<file path="config.mk">
export PLATFORM = sky130hd
export DESIGN_NAME = ccs_sequencer
export DESIGN_NICKNAME = d
export VERILOG_FILES = /design/src/rtl/ccs_sequencer.v
export VERILOG_INCLUDE_DIRS = /design/src /design/src/rtl
export SDC_FILE = /design/constraint.sdc
export NUM_CORES = 2
export LEC_CHECK = 0
export ABC_CLOCK_PERIOD_IN_PS = 8000
export BUFFER_PORTS_ARGS = -buffer_cell sky130_fd_sc_hd__buf_2
export CAP_MARGIN = 20
export CORE_UTILIZATION = 30
export CTS_CLUSTER_SIZE = 20
export DETAILED_ROUTE_END_ITERATION = 6
export GPL_TIMING_DRIVEN = 0
export MAX_ROUTING_LAYER = met4
export PLACE_DENSITY_LB_ADDON = 0.12
export SETUP_SLACK_MARGIN = 0.2
export SLEW_MARGIN = 15
export SYNTH_ARGS = -nofsm -noshare
export SYNTH_HDL_FRONTEND = slang
export SYNTH_SLANG_ARGS = --single-unit
</file>
<file path="constraint.sdc">
create_clock -name CLK -period 8 [get_ports CLK]
set_input_delay 0.4 -clock CLK [delete_from_list [all_inputs] [get_ports CLK]]
set_output_delay 0.4 -clock CLK [all_outputs]
set_load 0.005 [all_outputs]
</file>
<file path="src/rtl/ccs_defs.vh">
// Purpose: constants for the capacitance conversion sequencer
// Assumes: 25 MHz system clock, 250 kHz modulator sample rate
// Notes: register offsets, control field positions and wait timing counts live here; stage lengths are hard-coded in the sequencer
`ifndef CCS_DEFS_VH
`define CCS_DEFS_VH

// Register addresses
`define CCS_ADDR_CTRL        10'h000
`define CCS_ADDR_CFG         10'h001
`define CCS_ADDR_RES_FIRST   10'h00B
`define CCS_ADDR_RES_LAST    10'h016
`define CCS_ADDR_ROUTE_BASE  10'h080
`define CCS_ADDR_OFFS_BASE   10'h0A0

// Control register fields
`define CCS_MODE_LSB         0
`define CCS_WAKE_LSB         2
`define CCS_LAST_LSB         4
`define CCS_DECIM_LSB        8
`define CCS_PROX_EN_BIT      10
`define CCS_PROX_RATE_LSB    11
`define CCS_CTRL_RESET       16'h0000

// Mode encodings
`define CCS_MODE_FULL        2'b00
`define CCS_MODE_LOW         2'b10

// Timing: clock and sample rate
`define CCS_CLK_HZ           25000000
`define CCS_SAMPLE_HZ        250000
`define CCS_SAMPLE_DIV       (`CCS_CLK_HZ / `CCS_SAMPLE_HZ)
`define CCS_SAMPLES_PER_DEC  3
`define CCS_NUM_STAGES       12
`define CCS_NUM_INPUTS       13

// Timing in ms and derived sample counts (250 samples per ms)
`define CCS_WAKE_STEP_MS     200
`define CCS_ACTIVE_MS        36
`define CCS_SAMPLES_PER_MS   (`CCS_SAMPLE_HZ / 1000)
`define CCS_WAKE_STEP_SMP    (`CCS_WAKE_STEP_MS * `CCS_SAMPLES_PER_MS)
`define CCS_ACTIVE_SMP       (`CCS_ACTIVE_MS * `CCS_SAMPLES_PER_MS)

`endif

</file>
<file path="src/rtl/ccs_sequencer.v">
// Purpose: conversion sequencer for a 13-input capacitance converter
// Assumes: modulator outputs one sample bit per sample strobe
// Notes: register port is a simple synchronous parallel access
`timescale 1ns/1ps
`include "ccs_defs.vh"

module ccs_sequencer (
	// Clock and reset
	input  wire        CLK,
	input  wire        SYS_RST,
	// Register port
	input  wire        REG_WR,
	input  wire        REG_RD,
	input  wire [9:0]  REG_ADDR,
	input  wire [15:0] REG_WDATA,
	output reg  [15:0] REG_RDATA,
	// Modulator and sensing status, from the analog side
	input  wire        MOD_BIT,
	input  wire        TOUCH_PIN,
	input  wire        PROX_PIN,
	input  wire        BTN_POS_PIN,
	input  wire        BTN_NEG_PIN,
	// Analog controls
	output reg  [25:0] STAGE_INPUT_ROUTING,
	output reg  [5:0]  POSITIVE_OFFSET_DAC_CODE,
	output reg  [5:0]  NEGATIVE_OFFSET_DAC_CODE,
	output wire        SHUTDOWN,
	output reg         CONVERTING,
	// Status
	output reg  [3:0]  STAGE_INDEX,
	output reg         SEQ_DONE,
	output reg         BTN_POS_ACTIVE,
	output reg         BTN_NEG_ACTIVE
);

	localparam ST_IDLE = 2'd0;
	localparam ST_CONV = 2'd1;
	localparam ST_WAIT = 2'd2;

	// Counts are worked out at 32 bits, then cut to the counter widths
	localparam integer SAMPLE_DIV_I = `CCS_SAMPLE_DIV;
	localparam integer WAKE_STEP_I = `CCS_WAKE_STEP_SMP;
	localparam integer ACTIVE_SMP_I = `CCS_ACTIVE_SMP;
	localparam [6:0] SAMPLE_DIV = SAMPLE_DIV_I[6:0];
	localparam [17:0] WAKE_STEP = WAKE_STEP_I[17:0];
	localparam [17:0] ACTIVE_SMP = ACTIVE_SMP_I[17:0];

	reg  [15:0] power_and_conversion_control;
	reg  [15:0] stage_result [0:`CCS_NUM_STAGES-1];
	reg  [25:0] stage_input_routing [0:`CCS_NUM_STAGES-1];
	reg  [11:0] stage_frontend_offset [0:`CCS_NUM_STAGES-1];
	reg  [1:0]  state;
	reg  [6:0]  div_cnt;
	reg         sample_tick;
	reg  [9:0]  smp_cnt;
	reg  [15:0] ones_acc;
	reg  [17:0] wait_cnt;
	reg         awake;
	reg  [2:0]  touch_sync;
	reg  [2:0]  prox_sync;
	reg  [1:0]  bpos_sync;
	reg  [1:0]  bneg_sync;
	reg  [1:0]  mod_sync;
	reg  [9:0]  stage_len;
	reg  [17:0] wait_len;
	reg  [25:0] next_routing;
	wire [1:0]  mode;
	wire [1:0]  lowpower_wake_interval;
	wire [3:0]  last_stage;
	wire [1:0]  decim;
	wire        prox_en;
	wire [1:0]  prox_rate;
	wire        low_power;
	wire        touch;
	wire        prox;
	wire        stage_end;
	wire [25:0] routing_now;
	wire [15:0] result_now;
	wire [15:0] ones_sum;
	wire [11:0] offs_now;
	integer     i;
	integer     j;
	integer     n;

	// Control fields
	assign mode = power_and_conversion_control[`CCS_MODE_LSB +: 2];
	assign lowpower_wake_interval =
		power_and_conversion_control[`CCS_WAKE_LSB +: 2];
	assign last_stage = power_and_conversion_control[`CCS_LAST_LSB +: 4];
	assign decim = power_and_conversion_control[`CCS_DECIM_LSB +: 2];
	assign prox_en = power_and_conversion_control[`CCS_PROX_EN_BIT];
	assign prox_rate = power_and_conversion_control[`CCS_PROX_RATE_LSB +: 2];
	assign low_power = (mode == `CCS_MODE_LOW);
	assign SHUTDOWN = mode[0];
	assign touch = touch_sync[2];
	assign prox = prox_sync[2];

	// Stage length in samples: three times decimation
	always @* begin
		case (decim)
		2'b00:   stage_len = 10'd768;
		2'b01:   stage_len = 10'd384;
		default: stage_len = 10'd192;
		endcase
	end

	// Low power wait: wake interval while asleep, else active period
	always @* begin
		wait_len = WAKE_STEP *
			{16'h0000, lowpower_wake_interval + 2'd0} + WAKE_STEP;
		if (awake) begin
			if (prox_en) begin
				case (prox_rate)
				2'b01:   wait_len = ACTIVE_SMP >> 1;
				2'b10:   wait_len = ACTIVE_SMP >> 2;
				default: wait_len = ACTIVE_SMP;
				endcase
			end else begin
				wait_len = ACTIVE_SMP;
			end
		end
	end

	assign stage_end = sample_tick && (smp_cnt == stage_len - 10'd1);
	assign routing_now = stage_input_routing[STAGE_INDEX];
	assign offs_now = stage_frontend_offset[STAGE_INDEX];
	// Count includes this tick's sample, so no sample is lost at stage end
	assign ones_sum = ones_acc + {15'h0000, mod_sync[1]};
	// Average of samples, scaled to 16 bits per decimation setting
	assign result_now = (decim == 2'b00) ? ones_sum * 16'd85 :
		(decim == 2'b01) ? ones_sum * 16'd170 : ones_sum * 16'd341;

	// Synchronisers for pins from the analog side
	always @(posedge CLK) begin
		touch_sync <= {touch_sync[1:0], TOUCH_PIN};
		prox_sync <= {prox_sync[1:0], PROX_PIN};
		bpos_sync <= {bpos_sync[0], BTN_POS_PIN};
		bneg_sync <= {bneg_sync[0], BTN_NEG_PIN};
		mod_sync <= {mod_sync[0], MOD_BIT};
	end

	// Sample strobe at the modulator rate
	always @(posedge CLK) begin
		if (SYS_RST) begin
			div_cnt <= 7'd0;
			sample_tick <= 1'b0;
		end else begin
			sample_tick <= (div_cnt == SAMPLE_DIV - 7'd1);
			if (div_cnt == SAMPLE_DIV - 7'd1)
				div_cnt <= 7'd0;
			else
				div_cnt <= div_cnt + 7'd1;
		end
	end

	// Sequencer state machine
	always @(posedge CLK) begin
		if (SYS_RST) begin
			state <= ST_IDLE;
			STAGE_INDEX <= 4'd0;
			smp_cnt <= 10'd0;
			ones_acc <= 16'h0000;
			wait_cnt <= 18'd0;
			awake <= 1'b0;
			SEQ_DONE <= 1'b0;
			CONVERTING <= 1'b0;
			for (i = 0; i < `CCS_NUM_STAGES; i = i + 1)
				stage_result[i] <= 16'h0000;
		end else begin
			SEQ_DONE <= 1'b0;
			if (low_power && (touch || (prox_en && prox)))
				awake <= 1'b1;
			else if (!low_power)
				awake <= 1'b0;
			case (state)
			ST_IDLE: begin
				STAGE_INDEX <= 4'd0;
				if (!SHUTDOWN && sample_tick) begin
					state <= ST_CONV;
					CONVERTING <= 1'b1;
					smp_cnt <= 10'd0;
					ones_acc <= 16'h0000;
				end
			end
			ST_CONV: begin
				if (SHUTDOWN) begin
					state <= ST_IDLE;
					CONVERTING <= 1'b0;
				end else if (sample_tick) begin
					ones_acc <= ones_sum;
					smp_cnt <= smp_cnt + 10'd1;
					if (stage_end) begin
						// Store averaged result of this stage
						stage_result[STAGE_INDEX] <= result_now;
						smp_cnt <= 10'd0;
						ones_acc <= 16'h0000;
						if (STAGE_INDEX >= last_stage ||
						    STAGE_INDEX == 4'd11) begin
							SEQ_DONE <= 1'b1;
							STAGE_INDEX <= 4'd0;
							if (low_power) begin
								state <= ST_WAIT;
								CONVERTING <= 1'b0;
								wait_cnt <= 18'd0;
							end
						end else begin
							STAGE_INDEX <= STAGE_INDEX + 4'd1;
						end
					end
				end
			end
			ST_WAIT: begin
				if (!low_power) begin
					state <= ST_IDLE;
				end else if (!awake && (touch || (prox_en && prox))) begin
					// First touch while asleep starts at once, not on a tick
					state <= ST_CONV;
					CONVERTING <= 1'b1;
					smp_cnt <= 10'd0;
					ones_acc <= 16'h0000;
				end else if (sample_tick) begin
					if (wait_cnt >= wait_len - 18'd1) begin
						state <= ST_CONV;
						CONVERTING <= 1'b1;
						smp_cnt <= 10'd0;
						ones_acc <= 16'h0000;
					end else begin
						wait_cnt <= wait_cnt + 18'd1;
					end
				end
			end
			default: state <= ST_IDLE;
			endcase
		end
	end

	// Routing and offsets follow the stage index
	always @* begin
		next_routing = routing_now;
	end

	always @(posedge CLK) begin
		if (SYS_RST) begin
			STAGE_INPUT_ROUTING <= 26'h000_0000;
			POSITIVE_OFFSET_DAC_CODE <= 6'h00;
			NEGATIVE_OFFSET_DAC_CODE <= 6'h00;
		end else begin
			STAGE_INPUT_ROUTING <= next_routing;
			POSITIVE_OFFSET_DAC_CODE <= offs_now[5:0];
			NEGATIVE_OFFSET_DAC_CODE <= offs_now[11:6];
		end
	end

	// Differential button pair: both pressed reports neither
	always @(posedge CLK) begin
		if (SYS_RST) begin
			BTN_POS_ACTIVE <= 1'b0;
			BTN_NEG_ACTIVE <= 1'b0;
		end else begin
			BTN_POS_ACTIVE <= bpos_sync[1] && !bneg_sync[1];
			BTN_NEG_ACTIVE <= bneg_sync[1] && !bpos_sync[1];
		end
	end

	// Register writes
	always @(posedge CLK) begin
		if (SYS_RST) begin
			power_and_conversion_control <= `CCS_CTRL_RESET;
			for (j = 0; j < `CCS_NUM_STAGES; j = j + 1) begin
				stage_input_routing[j] <= 26'h000_0000;
				stage_frontend_offset[j] <= 12'h000;
			end
		end else if (REG_WR) begin
			if (REG_ADDR == `CCS_ADDR_CTRL)
				power_and_conversion_control <= REG_WDATA;
			for (j = 0; j < `CCS_NUM_STAGES; j = j + 1) begin
				// Routing uses two words per stage: low then high
				if (REG_ADDR == `CCS_ADDR_ROUTE_BASE + 2 * j)
					stage_input_routing[j][12:0] <= REG_WDATA[12:0];
				if (REG_ADDR == `CCS_ADDR_ROUTE_BASE + 2 * j + 1)
					stage_input_routing[j][25:13] <= REG_WDATA[12:0];
				if (REG_ADDR == `CCS_ADDR_OFFS_BASE + j)
					stage_frontend_offset[j] <= REG_WDATA[11:0];
			end
		end
	end

	// Register reads, registered; unmapped reads return zero
	always @(posedge CLK) begin
		if (SYS_RST) begin
			REG_RDATA <= 16'h0000;
		end else if (REG_RD) begin
			REG_RDATA <= 16'h0000;
			if (REG_ADDR == `CCS_ADDR_CTRL)
				REG_RDATA <= power_and_conversion_control;
			if (REG_ADDR == `CCS_ADDR_CFG)
				REG_RDATA <= {9'h000, awake, CONVERTING, state[1:0],
					STAGE_INDEX[1:0] ^ STAGE_INDEX[3:2], 1'b0};
			for (n = 0; n < `CCS_NUM_STAGES; n = n + 1) begin
				if (REG_ADDR == `CCS_ADDR_RES_FIRST + n)
					REG_RDATA <= stage_result[n];
				if (REG_ADDR == `CCS_ADDR_ROUTE_BASE + 2 * n)
					REG_RDATA <= {3'h0, stage_input_routing[n][12:0]};
				if (REG_ADDR == `CCS_ADDR_ROUTE_BASE + 2 * n + 1)
					REG_RDATA <= {3'h0, stage_input_routing[n][25:13]};
				if (REG_ADDR == `CCS_ADDR_OFFS_BASE + n)
					REG_RDATA <= {4'h0, stage_frontend_offset[n]};
			end
		end
	end

endmodule
</file>
==> summary.txt <==
IO Pins - 98
Place WS - 871 ps
Final Critical Period - 7120 ps
Max stage delay on crit path - 710 ps
Power Density - 208 nW/um^2
root buf cell - clkbuf_16
GRT met1 Usage - 48.2%
Final Cell Area - 49000 um^2
input/output buffers - 96
GR met3 Demand/Resource - 9.72%
crit path buf inv count - 3
antenna violations before repair - 26
Hold Path Stages - 3
Setup Buffers After CTS - 0
first-pass GRT wire length - 333 mm
GR peak layer - met2
Setup violations, final - 0
Worst setup endpoint - stage_result[9][15]
reg2reg start - mod_sync[1]
DP Area - 45600 um^2
TritonCTS buffer count - 94
critical path required time - 8460 ps
outcome - complete, no violations
async set-reset flop share out of synthesis - 0%
final core occ - 35.0%
crit path max fanout - 10
Fmax - 140 MHz
Reg2Reg Setup Slack - 880 ps
Post-synth top flop - edfxtp_1
post-synthesis sequential area ratio - 52.6%
router iterations before antenna repair - 6
synth cell count leaders - 845 x nor2_1, 648 x edfxtp_1, 252 x nand2_1, 192 x a21oi_1, 189 x clkbuf_1
most common cell in the netlist - nor2_1
final wirelength - 259 mm
die area - 143000 um^2
CTS tree - yes
drt drc - 0
number of synthesized flops with an enable pin - 648
Netlist cell types - 100
Final ANT Viol Nets - 0
R2R Path End - stage_result[9][15]
hold crit path type - in2reg
VDD IR-drop max - 174 uV
CP max-delay cell - nor4_1
GRT met2 Usage - 52.6%
CP endpoint kind - flop
startpoint class of the critical path - flop
clock buffer depth - 3
FP Rows - 137
Clock Latency Late Sink - 770 ps
CTS sink count - 793
overall power - 10200 uW
Overall Global Routing Usage - 36.6%
GRT Residual Overflow - 0
Vias - 37300
Slew HR - 14.9%
chip width - 379 um
Clk pin slew, worst setup/hold paths - 70 ps
worst setup margin - 882 ps
Critical path origin - mod_sync[1]
Worst path depth - 21
largest net degree at the start of global routing - 17
Post-Syn Area - 42500 um^2
DP HPWL - 208 mm
area leader, netlist - edfxtp_1
CP Class - reg2reg
Post-CTS Resized - 0
Final Max Tran Viols - 0
RSZ-0062 raised after global routing - no
Pleak - 0.0170 uW
Synth area leaders - edfxtp_1 46%, nor2_1 7.5%, dfxtp_1 6.8%
CTS Hold Bufs - 12
H-tree depth - 3
worst-case reg-to-reg path depth - 21
Area growth syn-to-layout - 15.3%
CP Data Arrival Time - 7580 ps
Syn Nets - 4092
Syn Area/Cell - 10.9 um^2
synthesized flop and latch total - 793
CP cell instances - ha_1 -> ha_1 -> and3_1 -> nand3_1 -> nor4_1 -> xor2_1 -> ha_1 -> ha_1 -> inv_1 -> fa_1 -> inv_1 -> fa_1 -> ha_1 -> o21ai_0 -> a21oi_1 -> o41ai_1 -> o21ai_0 -> or2_2 -> mux2i_1 -> clkbuf_1 -> nor3_1
synth warn - 0
share of the synthesized area in the top cell type - 45.8%
TNS Setup - 0 ps
core area - 140000 um^2
initial cell density of the core - 30.4%
Die Y - 379 um
gpl congestion - 1.07
1st-iter DRT viols - 6172
layout cells sized above 1 - 13.2%
most frequent CP cell - ha_1
Final #Nets - 4315
fin crit share - 89.0%
Fin. Hold Viols - 0
skew final - 64.2 ps
Worst-Margin Slew - 1260 ps
WL/cell - 42.4 um
vias in the first global route - 34600
Max Cap Viol - 0
vias per cell - 6.11
cells after synthesis - 3919
family with the most delay on the worst path - adder cells
==> power breakdown <==
part | leakage (uW) | total (uW) | switching (uW) | internal (uW)
clock network | 0.00152 | 4470 | 1930 | 2540
registers | 0.00735 | 4950 | 275 | 4670
logic | 0.00808 | 794 | 596 | 198
==> placed cells by master, fill, tap and decap left out, types with 46 or more instances in the layout <==
cell type	count
edfxtp_1	648
nand2_1	252
a22oi_1	50
mux2i_1	75
nor3_1	74
o221ai_1	46
nor2_1	843
mux4_2	115
ha_1	100
clkbuf_16	95
buf_2	154
dfxtp_1	145
inv_1	140
nand3_1	102
o21ai_0	121
a21oi_1	191
o22ai_1	53
clkbuf_1	185
a221oi_1	58
==> how the worst min path moves through the flow <==
stage | end | start
after floorplan | bneg_sync[1] | bneg_sync[0]
after global placement | touch_sync[2] | touch_sync[1]
after global routing | power_and_conversion_control[3] | REG_WDATA[3]
after CTS | power_and_conversion_control[3] | REG_WDATA[3]
after detailed placement | touch_sync[2] | touch_sync[1]
final | power_and_conversion_control[3] | REG_WDATA[3]
==> area by class of cell <==
| cell class | instances | area, um^2 |
|---|---|---|
| buffer | 284 | 1260 |
| clock inverter | 50 | 621 |
| antenna | 15 | 37.5 |
| sequential | 793 | 22400 |
| fill | 14300 | 91000 |
| multi-input combinational | 2701 | 18500 |
| inverter | 141 | 529 |
| tap | 1876 | 2350 |
| timing repair buffer | 127 | 812 |
| clock buffer | 123 | 2560 |
==> sequential cells by signal, indices dropped and copies added, names as in the netlist, 4 cells and up <==
register                      flops
NEGATIVE_OFFSET_DAC_CODE          6
smp_cnt                          10
stage_input_routing             312
REG_RDATA                        16
power_and_conversion_control     16
div_cnt                           7
POSITIVE_OFFSET_DAC_CODE          6
wait_cnt                         18
stage_frontend_offset           144
STAGE_INPUT_ROUTING              26
ones_acc                         16
stage_result                    192
STAGE_INDEX                       4
==> worst register-to-register path, cell delays in order, from the launching register on <==
cell and delay [ps]:
dfxtp_1 340, ha_1 170, ha_1 220, and3_1 270, nand3_1 270, nor4_1 710, xor2_1 490, ha_1 340
ha_1 300, inv_1 60, fa_1 530, inv_1 50, fa_1 460, ha_1 360, o21ai_0 90, a21oi_1 80
o41ai_1 470, o21ai_0 250, or2_2 310, mux2i_1 410, clkbuf_1 560, nor3_1 120
==> cell families (layout without fill, tap and decap cells) <==
| family | after synthesis | in the layout | share of synthesized area, % |
|---|---|---|---|
| and+or+nand+nor | 1530 | 1530 | 16.6 |
| buffers and inverters | 425 | 725 | 4.13 |
| other | 0 | 15 | 0 |
| muxes | 198 | 198 | 8.07 |
| AOI/OAI and AO/OA | 779 | 779 | 12.7 |
| adders and majority gates | 138 | 138 | 4.73 |
| xor gates and xnor gates | 56 | 56 | 1.19 |
| DFF | 793 | 793 | 52.6 |
==> metrics by stage <==
step	hold slack (ps)	instances
after floorplan	310	3919
after global placement	311	5891
after detailed placement	312	5906
after CTS	7.69	6091
after global routing	20.6	6105
final	45.0	6110
==> per-layer routing <==
layer / part of all wire [%] / vias to the layer above / wire [um]
li1: - / 15100 / -
met1: 41 / 19400 / 107000
met2: 43 / 2435 / 111000
met3: 11 / 403 / 28200
met4: 5.0 / 0 / 13000
met5: 0 / - / 0
Note: power is estimated with default switching activity, not from simulation.
